`config.mk`:
```
export PLATFORM = sky130hd
export DESIGN_NAME = qei_top
export DESIGN_NICKNAME = d
export VERILOG_FILES = /design/src/common/qei_pkg.sv /design/src/verilog/qei_decoder.sv /design/src/verilog/qei_velocity.sv /design/src/verilog/qei_top.sv
export VERILOG_INCLUDE_DIRS = /design/src /design/src/common
export SDC_FILE = /design/constraint.sdc
export NUM_CORES = 1
export LEC_CHECK = 0
export ABC_AREA = 1
export BUFFER_PORTS_ARGS = -buffer_cell sky130_fd_sc_hd__buf_2
export CAP_MARGIN = 20
export CORE_UTILIZATION = 50
export CTS_CLUSTER_SIZE = 20
export DETAILED_ROUTE_END_ITERATION = 7
export PLACE_DENSITY = 0.67
export SYNTH_ARGS = -nofsm -noshare
export SYNTH_HDL_FRONTEND = slang
export SYNTH_SLANG_ARGS = --single-unit
```
`constraint.sdc`:
```
create_clock -name pclk -period 4.06 [get_ports pclk]
set_input_delay 0.406 -clock pclk [delete_from_list [all_inputs] [get_ports pclk]]
set_output_delay 0.406 -clock pclk [all_outputs]
set_load 0.1 [all_outputs]
```
`src/common/qei_cfg.svh`:
```
// constants for the quadrature encoder interface block
// Overview of operation
// (RL1) phase mode: leading channel gives direction
// (RL2) clock/direction mode: step clock plus direction level
// (RL3) count first channel only or both channels
// (RL4) optional swap of channel inputs before decoding
// (RL5) index reloads counter only when selected
// (RL6) programmable maximum position bounds the counter
// (RL7) reverse index loads maximum position value
// (RL8) velocity timer accumulates pulses per period
// (RL9) running total and latched count both readable
// (RL10) velocity idle while velocity capture or module disabled
// (RL11) flags: index, timer, direction change, error
// (RL12) per-source mask gates interrupt output
// (RL13) phase mode: both channels changing together flags error
// (RL14) power-of-two predivider, latch and clear accumulator
// (RL15) direction keeps last detected movement
// (RL16) software position write loads the counter
// (RL17) disabled module holds position, counts nothing; velocity timer reloads period
// (RL18) write one clears only that flag
`ifndef QEI_CFG_SVH
`define QEI_CFG_SVH
`define QEI_ADDR_CTRL 12'h000
`define QEI_ADDR_STAT 12'h004
`define QEI_ADDR_POS 12'h008
`define QEI_ADDR_MAXPOS 12'h00C
`define QEI_ADDR_LOAD 12'h010
`define QEI_ADDR_TIME 12'h014
`define QEI_ADDR_COUNT 12'h018
`define QEI_ADDR_SPEED 12'h01C
`define QEI_ADDR_INTEN 12'h020
`define QEI_ADDR_RIS 12'h024
`define QEI_ADDR_ISC 12'h028
`define QEI_CTRL_EN 0
`define QEI_CTRL_SWAP 1
`define QEI_CTRL_SIGMODE 2
`define QEI_CTRL_CAPMODE 3
`define QEI_CTRL_RESMODE 4
`define QEI_CTRL_VELEN 5
`define QEI_CTRL_VELDIV_LO 6
`define QEI_CTRL_VELDIV_HI 8
`define QEI_INT_INDEX 0
`define QEI_INT_TIMER 1
`define QEI_INT_DIR 2
`define QEI_INT_ERROR 3
`define QEI_NUM_INT 4
`define QEI_CTRL_RESET 32'h0000_0000
`define QEI_MAXPOS_RESET 32'h0000_0000
`define QEI_LOAD_RESET 32'h0000_0000
`endif

```
`src/common/qei_pkg.sv`:
```
// types shared by the quadrature encoder interface block
package qei_pkg;
  typedef enum logic [1:0] {
    QEI_MOVE_NONE = 2'b00,
    QEI_MOVE_FWD = 2'b01,
    QEI_MOVE_REV = 2'b10
  } qei_move_t;
endpackage : qei_pkg

```
`src/verilog/qei_decoder.sv`:
```
// edge decoder for phase and clock/direction encoder inputs
`timescale 1ns/1ps
`include "qei_cfg.svh"
module qei_decoder (
  input wire logic pclk,
  input wire logic presetn,
  input wire logic enable,
  input wire logic swap,
  input wire logic clk_dir_mode,
  input wire logic both_edges,
  input wire logic phase_input_first,
  input wire logic phase_input_second,
  input wire logic index_in,
  output qei_pkg::qei_move_t move,
  output logic index_edge,
  output logic phase_err
);
  logic a_r, b_r, i_r;
  logic a_nxt, b_nxt, i_nxt;
  logic a, b, da, db;
  always_comb
  begin
    a = swap ? phase_input_second : phase_input_first; // RL4
    b = swap ? phase_input_first : phase_input_second; // RL4
    a_nxt = a;
    b_nxt = b;
    i_nxt = index_in;
    da = a ^ a_r;
    db = b ^ b_r;
    move = qei_pkg::QEI_MOVE_NONE;
    index_edge = enable && index_in && !i_r;
    phase_err = 1'b0;
    if (enable)
    begin
      if (clk_dir_mode)
      begin
        // rising step edge, direction level: high means reverse
        if (a && !a_r) // RL2
          move = b ? qei_pkg::QEI_MOVE_REV : qei_pkg::QEI_MOVE_FWD;
      end
      else if (da && db)
        phase_err = 1'b1; // RL13
      else if (da)
        move = (a ^ b) ? qei_pkg::QEI_MOVE_FWD : qei_pkg::QEI_MOVE_REV; // RL1
      else if (db && both_edges) // RL3
        move = (a ^ b) ? qei_pkg::QEI_MOVE_REV : qei_pkg::QEI_MOVE_FWD; // RL1
    end
  end
  always_ff @(posedge pclk or negedge presetn)
  begin
    if (!presetn)
    begin
      a_r <= 1'b0;
      b_r <= 1'b0;
      i_r <= 1'b0;
    end
    else
    begin
      a_r <= a_nxt;
      b_r <= b_nxt;
      i_r <= i_nxt;
    end
  end
endmodule : qei_decoder

```
`src/verilog/qei_velocity.sv`:
```
// velocity accumulator with period timer and power-of-two predivider
`timescale 1ns/1ps
`include "qei_cfg.svh"
module qei_velocity #(
  parameter int WIDTH = 32
) (
  input wire logic pclk,
  input wire logic presetn,
  input wire logic run,
  input wire logic pulse,
  input wire logic [2:0] prediv,
  input wire logic [WIDTH-1:0] period,
  output logic [WIDTH-1:0] timer,
  output logic [WIDTH-1:0] count,
  output logic [WIDTH-1:0] speed,
  output logic expire
);
  logic [WIDTH-1:0] timer_r, timer_nxt, count_r, count_nxt, speed_r, speed_nxt;
  logic [6:0] div_r, div_nxt;
  logic [6:0] div_mask;
  logic tick;
  always_comb
  begin
    div_mask = 7'((8'h01 << prediv) - 8'h01);
    div_nxt = div_r;
    tick = 1'b0;
    if (run && pulse)
    begin
      // predivider counts raw pulses, passes one in 2^prediv
      if ((div_r & div_mask) == div_mask) // RL14
      begin
        tick = 1'b1;
        div_nxt = 7'h00;
      end
      else
        div_nxt = div_r + 7'h01;
    end
    timer_nxt = timer_r;
    count_nxt = count_r + WIDTH'(tick); // RL8
    speed_nxt = speed_r;
    expire = 1'b0;
    if (!run) // RL10
    begin
      timer_nxt = period;
      count_nxt = count_r;
      div_nxt = 7'h00;
    end
    else if (timer_r == '0)
    begin
      expire = 1'b1;
      timer_nxt = period; // RL8
      speed_nxt = count_r + WIDTH'(tick); // RL14
      count_nxt = '0; // RL14
    end
    else
      timer_nxt = timer_r - WIDTH'(1);
  end
  always_ff @(posedge pclk or negedge presetn)
  begin
    if (!presetn)
    begin
      timer_r <= '0;
      count_r <= '0;
      speed_r <= '0;
      div_r <= 7'h00;
    end
    else
    begin
      timer_r <= timer_nxt;
      count_r <= count_nxt;
      speed_r <= speed_nxt;
      div_r <= div_nxt;
    end
  end
  assign timer = timer_r;
  assign count = count_r; // RL9
  assign speed = speed_r; // RL9
endmodule : qei_velocity

```
`src/verilog/qei_top.sv`:
```
// quadrature encoder interface top: apb registers, position counter, events
`timescale 1ns/1ps
`include "qei_cfg.svh"
module qei_top #(
  parameter int WIDTH = 32
) (
  input wire logic pclk,
  input wire logic presetn,
  input wire logic psel,
  input wire logic penable,
  input wire logic pwrite,
  input wire logic [11:0] paddr,
  input wire logic [31:0] pwdata,
  output logic [31:0] prdata,
  output logic pready,
  output logic pslverr,
  input wire logic phase_input_first,
  input wire logic phase_input_second,
  input wire logic index_in,
  output logic irq
);
  logic [31:0] ctrl_r, ctrl_nxt;
  logic [WIDTH-1:0] pos_r, pos_nxt, maxpos_r, maxpos_nxt, load_r, load_nxt;
  logic dir_r, dir_nxt;
  logic err_r, err_nxt;
  logic [`QEI_NUM_INT-1:0] inten_r, inten_nxt, ris_r, ris_nxt, ev;
  logic [31:0] prdata_r, prdata_nxt;
  logic pready_r, pready_nxt, pslverr_r, pslverr_nxt, irq_r, irq_nxt;
  qei_pkg::qei_move_t move;
  logic index_edge, phase_err, expire, vel_run, acc, wr, rd, hit;
  logic [WIDTH-1:0] vtimer, vcount, vspeed;

  qei_decoder i_qei_decoder (
    .pclk(pclk),
    .presetn(presetn),
    .enable(ctrl_r[`QEI_CTRL_EN]), // RL17
    .swap(ctrl_r[`QEI_CTRL_SWAP]),
    .clk_dir_mode(ctrl_r[`QEI_CTRL_SIGMODE]),
    .both_edges(ctrl_r[`QEI_CTRL_CAPMODE]),
    .phase_input_first(phase_input_first),
    .phase_input_second(phase_input_second),
    .index_in(index_in),
    .move(move),
    .index_edge(index_edge),
    .phase_err(phase_err)
  );

  assign vel_run = ctrl_r[`QEI_CTRL_EN] && ctrl_r[`QEI_CTRL_VELEN]; // RL10

  qei_velocity #(.WIDTH(WIDTH)) i_qei_velocity (
    .pclk(pclk),
    .presetn(presetn),
    .run(vel_run),
    .pulse(move != qei_pkg::QEI_MOVE_NONE), // RL3
    .prediv(ctrl_r[`QEI_CTRL_VELDIV_HI:`QEI_CTRL_VELDIV_LO]),
    .period(load_r),
    .timer(vtimer),
    .count(vcount),
    .speed(vspeed),
    .expire(expire)
  );

  // reads are captured on the taking edge; writes land on the edge that ends the pready cycle,
  // so no write takes effect before the bus has answered it
  assign acc = psel && penable && !pready_r;
  assign wr = psel && penable && pready_r && pwrite;
  assign rd = acc && !pwrite;

  always_comb
  begin
    ctrl_nxt = ctrl_r;
    maxpos_nxt = maxpos_r;
    load_nxt = load_r;
    inten_nxt = inten_r;
    pos_nxt = pos_r;
    dir_nxt = dir_r;
    err_nxt = err_r;
    ev = '0;
    // mapped words are the aligned offsets up to the clear register
    hit = (paddr <= `QEI_ADDR_ISC) && (paddr[1:0] == 2'b00);
    prdata_nxt = 32'h0000_0000;
    if (move == qei_pkg::QEI_MOVE_FWD)
      pos_nxt = (pos_r >= maxpos_r) ? '0 : pos_r + WIDTH'(1); // RL6
    else if (move == qei_pkg::QEI_MOVE_REV)
      pos_nxt = (pos_r == '0 || pos_r > maxpos_r) ? maxpos_r : pos_r - WIDTH'(1); // RL6
    if (move != qei_pkg::QEI_MOVE_NONE)
    begin
      dir_nxt = (move == qei_pkg::QEI_MOVE_REV); // RL15
      ev[`QEI_INT_DIR] = (dir_nxt != dir_r); // RL11
    end
    if (index_edge)
    begin
      ev[`QEI_INT_INDEX] = 1'b1; // RL11
      if (ctrl_r[`QEI_CTRL_RESMODE]) // RL5
        pos_nxt = dir_nxt ? maxpos_r : '0; // RL7
    end
    if (phase_err)
    begin
      err_nxt = 1'b1; // RL13
      ev[`QEI_INT_ERROR] = 1'b1; // RL11
    end
    ev[`QEI_INT_TIMER] = expire; // RL11
    // set wins over clear for every event flag
    ris_nxt = ris_r | ev; // RL11
    if (wr)
    begin
      case (paddr)
        `QEI_ADDR_CTRL: ctrl_nxt = pwdata;
        `QEI_ADDR_POS: pos_nxt = pwdata[WIDTH-1:0]; // RL16
        `QEI_ADDR_MAXPOS: maxpos_nxt = pwdata[WIDTH-1:0]; // RL6
        `QEI_ADDR_LOAD: load_nxt = pwdata[WIDTH-1:0];
        `QEI_ADDR_INTEN: inten_nxt = pwdata[`QEI_NUM_INT-1:0]; // RL12
        `QEI_ADDR_ISC:
        begin
          ris_nxt = (ris_r & ~pwdata[`QEI_NUM_INT-1:0]) | ev; // RL18
          if (pwdata[`QEI_INT_ERROR] && !phase_err)
            err_nxt = 1'b0;
        end
        `QEI_ADDR_STAT, `QEI_ADDR_TIME, `QEI_ADDR_COUNT, `QEI_ADDR_SPEED, `QEI_ADDR_RIS: hit = 1'b1;
        default: hit = 1'b0;
      endcase
    end
    else if (rd)
    begin
      case (paddr)
        `QEI_ADDR_CTRL: prdata_nxt = ctrl_r;
        `QEI_ADDR_STAT: prdata_nxt = {30'h0000_0000, dir_r, err_r};
        `QEI_ADDR_POS: prdata_nxt = 32'(pos_r);
        `QEI_ADDR_MAXPOS: prdata_nxt = 32'(maxpos_r);
        `QEI_ADDR_LOAD: prdata_nxt = 32'(load_r);
        `QEI_ADDR_TIME: prdata_nxt = 32'(vtimer);
        `QEI_ADDR_COUNT: prdata_nxt = 32'(vcount); // RL9
        `QEI_ADDR_SPEED: prdata_nxt = 32'(vspeed); // RL9
        `QEI_ADDR_INTEN: prdata_nxt = 32'(inten_r);
        `QEI_ADDR_RIS: prdata_nxt = 32'(ris_r);
        `QEI_ADDR_ISC: prdata_nxt = 32'(ris_r & inten_r);
        default: hit = 1'b0;
      endcase
    end
    pready_nxt = acc;
    pslverr_nxt = acc && !hit;
    irq_nxt = |(ris_nxt & inten_nxt); // RL12
  end

  always_ff @(posedge pclk or negedge presetn)
  begin
    if (!presetn)
    begin
      ctrl_r <= `QEI_CTRL_RESET;
      maxpos_r <= `QEI_MAXPOS_RESET;
      load_r <= `QEI_LOAD_RESET;
      inten_r <= '0;
      ris_r <= '0;
      pos_r <= '0;
      dir_r <= 1'b0;
      err_r <= 1'b0;
      prdata_r <= 32'h0000_0000;
      pready_r <= 1'b0;
      pslverr_r <= 1'b0;
      irq_r <= 1'b0;
    end
    else
    begin
      ctrl_r <= ctrl_nxt;
      maxpos_r <= maxpos_nxt;
      load_r <= load_nxt;
      inten_r <= inten_nxt;
      ris_r <= ris_nxt;
      pos_r <= pos_nxt;
      dir_r <= dir_nxt;
      err_r <= err_nxt;
      prdata_r <= prdata_nxt;
      pready_r <= pready_nxt;
      pslverr_r <= pslverr_nxt;
      irq_r <= irq_nxt;
    end
  end

  assign prdata = prdata_r;
  assign pready = pready_r;
  assign pslverr = pslverr_r;
  assign irq = irq_r;
endmodule : qei_top

```
; Word-level counts from Yosys, hierarchy flattened
; Index checks and enable logic that the tools add are counted.
[op_classes]
add_sub_neg = 6
n_mul = 0
n_div = 0
magnitude_cmp = 3
eq_ne = 15
n_shift = 1
mux = 52
bitwise = 10
n_reduce_logical = 35
[ops]
columns = op, count
row1 = 32-bit 2-to-1 mux, 14
row2 = 32-bit one-hot mux with 11 select lines, 1
row3 = 32-bit zero test, 2
row4 = 32-bit by 1-bit subtractor with 32-bit output (second input constant), 2
row5 = 12-bit by 5-bit == test with 1-bit output (second input constant), 4
row6 = 12-bit by 6-bit == test with 1-bit output (second input constant), 3
row7 = 32-bit by 1-bit adder with 32-bit output, 1
row8 = 32-bit by 1-bit adder with 32-bit output (second input constant), 1
row9 = 32-bit greater-or-equal comparator, 1
row10 = 32-bit > comparator, 1
row11 = 12-bit by 4-bit == test with 1-bit output (second input constant), 2
row12 = 7-bit 2-to-1 mux, 3
row13 = 1-bit 2-to-1 mux, 20
row14 = 2-bit 2-to-1 mux, 9
row15 = 4-bit 2-to-1 mux, 4
row16 = 1-bit logical AND, 15
row17 = 4-bit bitwise AND, 3
row18 = 12-bit by 3-bit == test with 1-bit output (second input constant), 1
row19 = 12-bit by 6-bit less-or-equal comparator with 1-bit output (second input constant), 1
row20 = 12-bit zero test, 1
row21 = 11-bit OR reduction, 1
row22 = 4-bit OR, 2
row23 = 2-bit AND reduction, 4
row24 = 7-bit by 1-bit adder with 7-bit output (second input constant), 1
row25 = other kinds (18), 25
[totals]
register_bits = 279
latch_bits = 0
mem_bits_rw = 0
romBits = 0
input_bits = 52
output_inout_bits = 35
elab_cells = 141
n_memories = 0

; Logic depth before layout (Yosys ltp)
[logic_depth]
depth_word = 16
depth_mapped = 28

; Hierarchy
; A second synthesis with hierarchy kept.
[unflattened]
hier_cells = 2640
area_unflattened_um2 = 18271.3
[by_module_without_submodules]
columns = module, instances, cells_per_inst, area_per_inst_um2, seq_area_each_um2
row1 = qei_top, 1, 1738, 12004.0, 4329.2
row2 = qei_velocity, 1, 855, 5994.5, 2577.5
row3 = qei_decoder, 1, 47, 272.8, 75.1

; Worst setup path before layout
; OpenSTA, ideal clock, no wires.
[synth_timing]
path_kind = flip-flop to flip-flop
from = register ctrl_r[1]
to = register i_qei_velocity.count_r[28], in the netlist i_qei_velocity.count[28]
setup_time_ps = 134
arrival_time_ps = 3346
required_ps = 3926
slack_ps = 580
stages_incl_launch_ff = 27
n_path_buf = 1
period_less_slack_ps = 3480
path_cell_list = dfrtp_1 -> inv_1 -> nand2_1 -> nand2_1 -> ha_1 -> inv_1 -> or2_1 -> nand2_1 -> nand3b_1 -> nand2_1 -> nand2_4 -> nand2_4 -> buf_4 -> nand2_1 -> nor2_1 -> ha_1 -> ha_1 -> nand3_1 -> nor2_1 -> inv_1 -> nor2_1 -> nand2_1 -> nor4_1 -> nand2_1 -> xor2_1 -> nand2_1 -> o21ai_0
[synth_between]
elab_chain_len = 13
elab_cells_between_ends = 22
cone_classes = add/sub: 1 / mux: 13 / bitwise: 3 / reduce/logical: 5
[synth_rtl]
columns = element, line_no
row1 = start: declaration, qei_top.sv:22  ; logic [31:0] ctrl_r, ctrl_nxt;
row2 = start signal: assignment, qei_top.sv:149  ; ctrl_r <= `QEI_CTRL_RESET;
row3 = start signal: assignment, qei_top.sv:164  ; ctrl_r <= ctrl_nxt;
row4 = 1-bit 2-to-1 mux *, qei_decoder.sv:23  ; a = swap ? phase_input_second : phase_input_first;
row5 = net i_qei_decoder.a, qei_decoder.sv:20  ; logic a, b, da, db;
row6 = 1-bit XOR, "qei_decoder.sv:44, qei_decoder.sv:46"
row7 = 2-bit 2-to-1 mux, qei_decoder.sv:46  ; move = (a ^ b) ? qei_pkg::QEI_MOVE_REV : qei_pkg::QEI_MOVE_FWD;
row8 = 2-bit 2-to-1 mux, qei_decoder.sv:45  ; else if (db && both_edges)
row9 = 2-bit 2-to-1 mux, qei_decoder.sv:43  ; else if (da)
row10 = 2-bit 2-to-1 mux, qei_decoder.sv:41  ; else if (da && db)
row11 = 2-bit 2-to-1 mux *, qei_decoder.sv:35  ; if (clk_dir_mode)
row12 = 2-bit 2-to-1 mux *, qei_decoder.sv:33  ; if (enable)
row13 = 2-bit nonzero test *, qei_top.sv:54  ; .pulse(move != qei_pkg::QEI_MOVE_NONE),
row14 = 1-bit logical AND *, qei_velocity.sv:27  ; if (run && pulse)
row15 = 1-bit 2-to-1 mux *, qei_velocity.sv:27
row16 = 32-bit by 1-bit adder with 32-bit output *, qei_velocity.sv:39  ; count_nxt = count_r + WIDTH'(tick);
row17 = 32-bit 2-to-1 mux *, qei_velocity.sv:48  ; else if (timer_r == '0)
row18 = end signal: assignment, qei_velocity.sv:70  ; count_r <= count_nxt;
row19 = end: declaration, qei_velocity.sv:18  ; logic [WIDTH-1:0] timer_r, timer_nxt, count_r, count_nxt, speed_r, speed_nxt;
; Mark *: on every way through the listed nets, which the timed path passes. The rest lies on a longest branch.
; A chain may end at the register's enable or synchronous reset.

; Final worst setup path
[layout_timing]
from = register ctrl_r[1]
to = register i_qei_velocity.speed_r[31], in the netlist i_qei_velocity.speed[31]
[layout_between]
elab_chain_len = 12
elab_cells_between_ends = 21
cone_classes = add/sub: 1 / mux: 12 / bitwise: 3 / reduce/logical: 5
[layout_rtl]
columns = element, line_no
row1 = 1-bit 2-to-1 mux *, qei_decoder.sv:23
row2 = net i_qei_decoder.a, qei_decoder.sv:20
row3 = 1-bit XOR, "qei_decoder.sv:44, qei_decoder.sv:46"
row4 = 2-bit 2-to-1 mux, qei_decoder.sv:46
row5 = 2-bit 2-to-1 mux, qei_decoder.sv:45
row6 = 2-bit 2-to-1 mux, qei_decoder.sv:43
row7 = 2-bit 2-to-1 mux, qei_decoder.sv:41
row8 = 2-bit 2-to-1 mux *, qei_decoder.sv:35
row9 = 2-bit 2-to-1 mux *, qei_decoder.sv:33
row10 = 2-bit nonzero test *, qei_top.sv:54
row11 = 1-bit logical AND *, qei_velocity.sv:27
row12 = 1-bit 2-to-1 mux *, qei_velocity.sv:27
row13 = 32-bit by 1-bit adder with 32-bit output *, qei_velocity.sv:52  ; speed_nxt = count_r + WIDTH'(tick);
row14 = end signal: assignment, qei_velocity.sv:71  ; speed_r <= speed_nxt;
row15 = end: declaration, qei_velocity.sv:18
; Marked as above.

==> out/qor.csv <==
stage,metric,value,unit
clocking,Sink Count,279,
critical_path,worst path required time,4480,ps
synth,Synth Warn #,0,
critical_path,Crit Path Max Fanout,4,
sta,Final Hold Viols,0,
final_layout,"Core Util, Final",0.570,
clocking,TritonCTS clock tree,built,
sta,f_max,0.268,GHz
floorplanning,core footprint,33700,sq um
critical_path,Critical Path End Type,register,
synth,xor/xnor share of the synthesized area,0.0514,
critical_path,"most used cell, CP",nand2_1,
floorplanning,Die ar.,35200,sq um
synth,Post-Synthesis Cells,2331,
power,Logic pwr share,0.030,
critical_path,slowest CP cell,dfrtp_1,
power,Clk pwr share,0.504,
route,initial drt markers,1959,
synth,syn_area_per_cell,7.38,sq um
power,LEAKAGE,0.00949,uW
sta,fin crit share,0.920,
final_layout,"commonest cells after routing, fill and taps aside","nand2_1 (570), inv_1 (288), dfrtp_1 (279), o21ai_0 (221), nor2_1 (165)",
synth,Post-synth EDFFs,0,
synth,Synth Area in Adders,0.0284,
global_route,first-pass GRT wire length,91.5,mm
power,Flop pwr share,0.466,
sta,Final min period,3740,ps
power,net switching power,1350,uW
synth,syn nets,2422,
run,Maximum Capacitance Violations,0,
final_layout,final cell count without fillers,2859,
route,WL/cell,20.9,um
placed_design,PortBufs,86,
sta,setup TNS,0,ps
placed_design,Setup WS pre-CTS,129,ps
power,Internal,4630,uW
synth,fraction of the mapped netlist area in simple logic gates,0.257,
synth,Synth async-reset ratio,1.00,
sta,Slew Limit Fails,0,
clocking,clock-pin slew on the worst setup and hold paths,70,ps
floorplanning,cell row count,67,
route,first-pass detailed-route iteration total,6,
global_route,number of global-route vias before repair,15500,
worst_hold_path,Worst Hold Class,in2reg,
clocking,clk root buf,clkbuf_16,
critical_path,CP arrival,4160,ps
synth,register bit total from synthesis,279,
power,Sw Ratio,0.226,
placed_design,HPWL Detailed,43.5,mm
placed_design,Placed Cells,2798,
route,number of remaining DRC errors,0,
placed_design,gpl congestion,1.01,
clocking,CTS Buf Count,31,
sta,Least-Margin Pin Slew,958,ps
floorplanning,Die X,188,um
floorplanning,die height,188,um
synth,most used flip-flop cell after synthesis,dfrtp_1,
synth,mux contribution to synthesized area,0,
clocking,Max Root-Sink Buffers,3,
power,VDD IR max,284,uV
route,vias per cell,5.87,
sta,setup-violating endpoint count in the final report,0,
run_status,status,"complete, no violations",
power,pwr/cell area,311,nW/um^2
route,Via Count,16800,
global_route,largest net degree at the start of global routing,98,
global_route,GRT Residual Overflow,0,
synth,largest family of logic cells by synthesized area,simple AND/OR/NAND/NOR gates,
floorplanning,io pins,87,
synth,"Seq/Total Area, Yosys",0.406,
critical_path,CP max stage delay,380,ps
route,Post-Route WL,59.8,mm
sta,setup ws final,325,ps
synth,"Cell Area, Synth",17200,sq um
sta,relative slew slack,0.361,
clocking,Clock Latency Late Sink,580,ps
global_route,Overall Global Routing Usage,0.339,
clocking,H-tree depth,1,
final_layout,share of post-route cells with drive strength above 1,0.109,
synth,Compound-Gate Fraction of Synth Area,0.162,
sta,skew final,21.7,ps
final_layout,Final nets,2480,
route,number of routed nets with antenna violations,0,
floorplanning,initial core utilization,0.511,
synth,Yosys cell types,53,
critical_path,Startpoint Class,register,
final_layout,area grow syn2layout,11.6,%
critical_path,critical path class,reg2reg,
global_route,initial antenna violation count,0,
final_layout,"most common cell after layout, fill and taps aside",nand2_1,
final_layout,ant diodes,0,
## worst max-delay path, delay by kind of cell (launching register included)
kind,cells,cell delay (ps)
AOI/OAI and AO/OA,1,70
xor gates and xnor gates,1,160
adders and majority gates,2,510
buffers and inverters,2,150
DFF,1,380
and+or+nand+nor,19,2310
## flip-flops by register name (all words and copies together), names as in the netlist
signal,cells
ctrl_r,32
i_qei_velocity.count,32
i_qei_velocity.speed,32
i_qei_velocity.timer,32
load_r,32
maxpos_r,32
pos_r,32
prdata,32
i_qei_velocity.div_r,7
inten_r,4
ris_r,4
dir_r,1
err_r,1
i_qei_decoder.a_r,1
i_qei_decoder.b_r,1
i_qei_decoder.i_r,1
irq,1
pready,1
pslverr,1
## cell usage after synthesis (39+ instances only)
cell,count,area [sq um]
dfrtp_1,279,6980
o22ai_1,55,344
o21ai_0,221,1110
xor2_1,94,823
nand3_1,127,636
a21oi_1,120,601
inv_1,290,1090
nand2_1,575,2160
nor3_1,49,245
ha_1,39,488
nor2_1,170,638
a221oi_1,41,359
clkbuf_1,66,248
## metal layers
metal,GRT usage,part of all wire,vias to the layer above
li1,-,-,7771
met1,0.496,0.43,7999
met2,0.503,0.43,885
met3,0.0711,0.11,119
met4,0.0982,0.028,0
met5,0,0,-
## cell type report
type / count / area [sq um]
timing repair buffer: 127 / 803
inverter: 305 / 1150
multi-input combinational: 1645 / 8620
clock buffer: 38 / 852
tap: 448 / 561
fill: 3242 / 14500
sequential: 279 / 6980
clock inverter: 17 / 229
## path summary, 6_finish.rpt
check	startpoint	endpoint	slack, ps	cells past startpoint
min	pwdata[13]	pos_r[13]$_DFF_PN0_	50	3
min reg2reg	load_r[14]$_DFFE_PN0P_	load_r[14]$_DFFE_PN0P_	480	2
min in group asynchronous	presetn	i_qei_velocity.div_r[6]$_DFFE_PN0P_	450	2
max reg2reg	ctrl_r[1]$_DFFE_PN0P_	i_qei_velocity.speed[31]$_DFFE_PN0P_	320	25
max in group asynchronous	presetn	i_qei_velocity.speed[15]$_DFFE_PN0P_	2400	3
max	ctrl_r[1]$_DFFE_PN0P_	i_qei_velocity.speed[31]$_DFFE_PN0P_	320	25
## repair_timing
action	in CTS	in global routing
setup buffers	0	3
hold buffers	2	0
gates resized for setup	0	7
endpoints found under the setup margin	0	12
endpoints found under the hold margin	95	0
## per-stage QoR
| stage | power (uW) | cell area [sq um] | hold slack (ps) |
|---|---|---|---|
| 6_report | 5980 | 19200 | 50.6 |
| 5_1_grt | 6140 | 19200 | 73.1 |
| 2_1_floorplan | 2890 | 17200 | 110 |
| 3_3_place_gp | 3010 | 18000 | 467 |
| 4_1_cts | 6010 | 19100 | 39.5 |
| 3_5_place_dp | 3020 | 18000 | 474 |
## cells by family (layout without fill, tap and decap cells)
logic type                 after synthesis  in the layout
xor gates and xnor gates               101            101
adders and majority gates               39             39
AOI/OAI and AO/OA                      490            490
DFF                                    279            279
buffers and inverters                  407            487
and+or+nand+nor                       1015           1015
## power by group through the flow
stage | combinational [uW] | clock [uW] | sequential (uW)
2_1_floorplan | 46.9 | 0 | 2850
3_3_place_gp | 176 | 0 | 2840
3_5_place_dp | 179 | 0 | 2840
4_1_cts | 181 | 3050 | 2790
5_1_grt | 200 | 3150 | 2790
6_report | 181 | 3010 | 2790
Power figures use the tool's default switching activity.
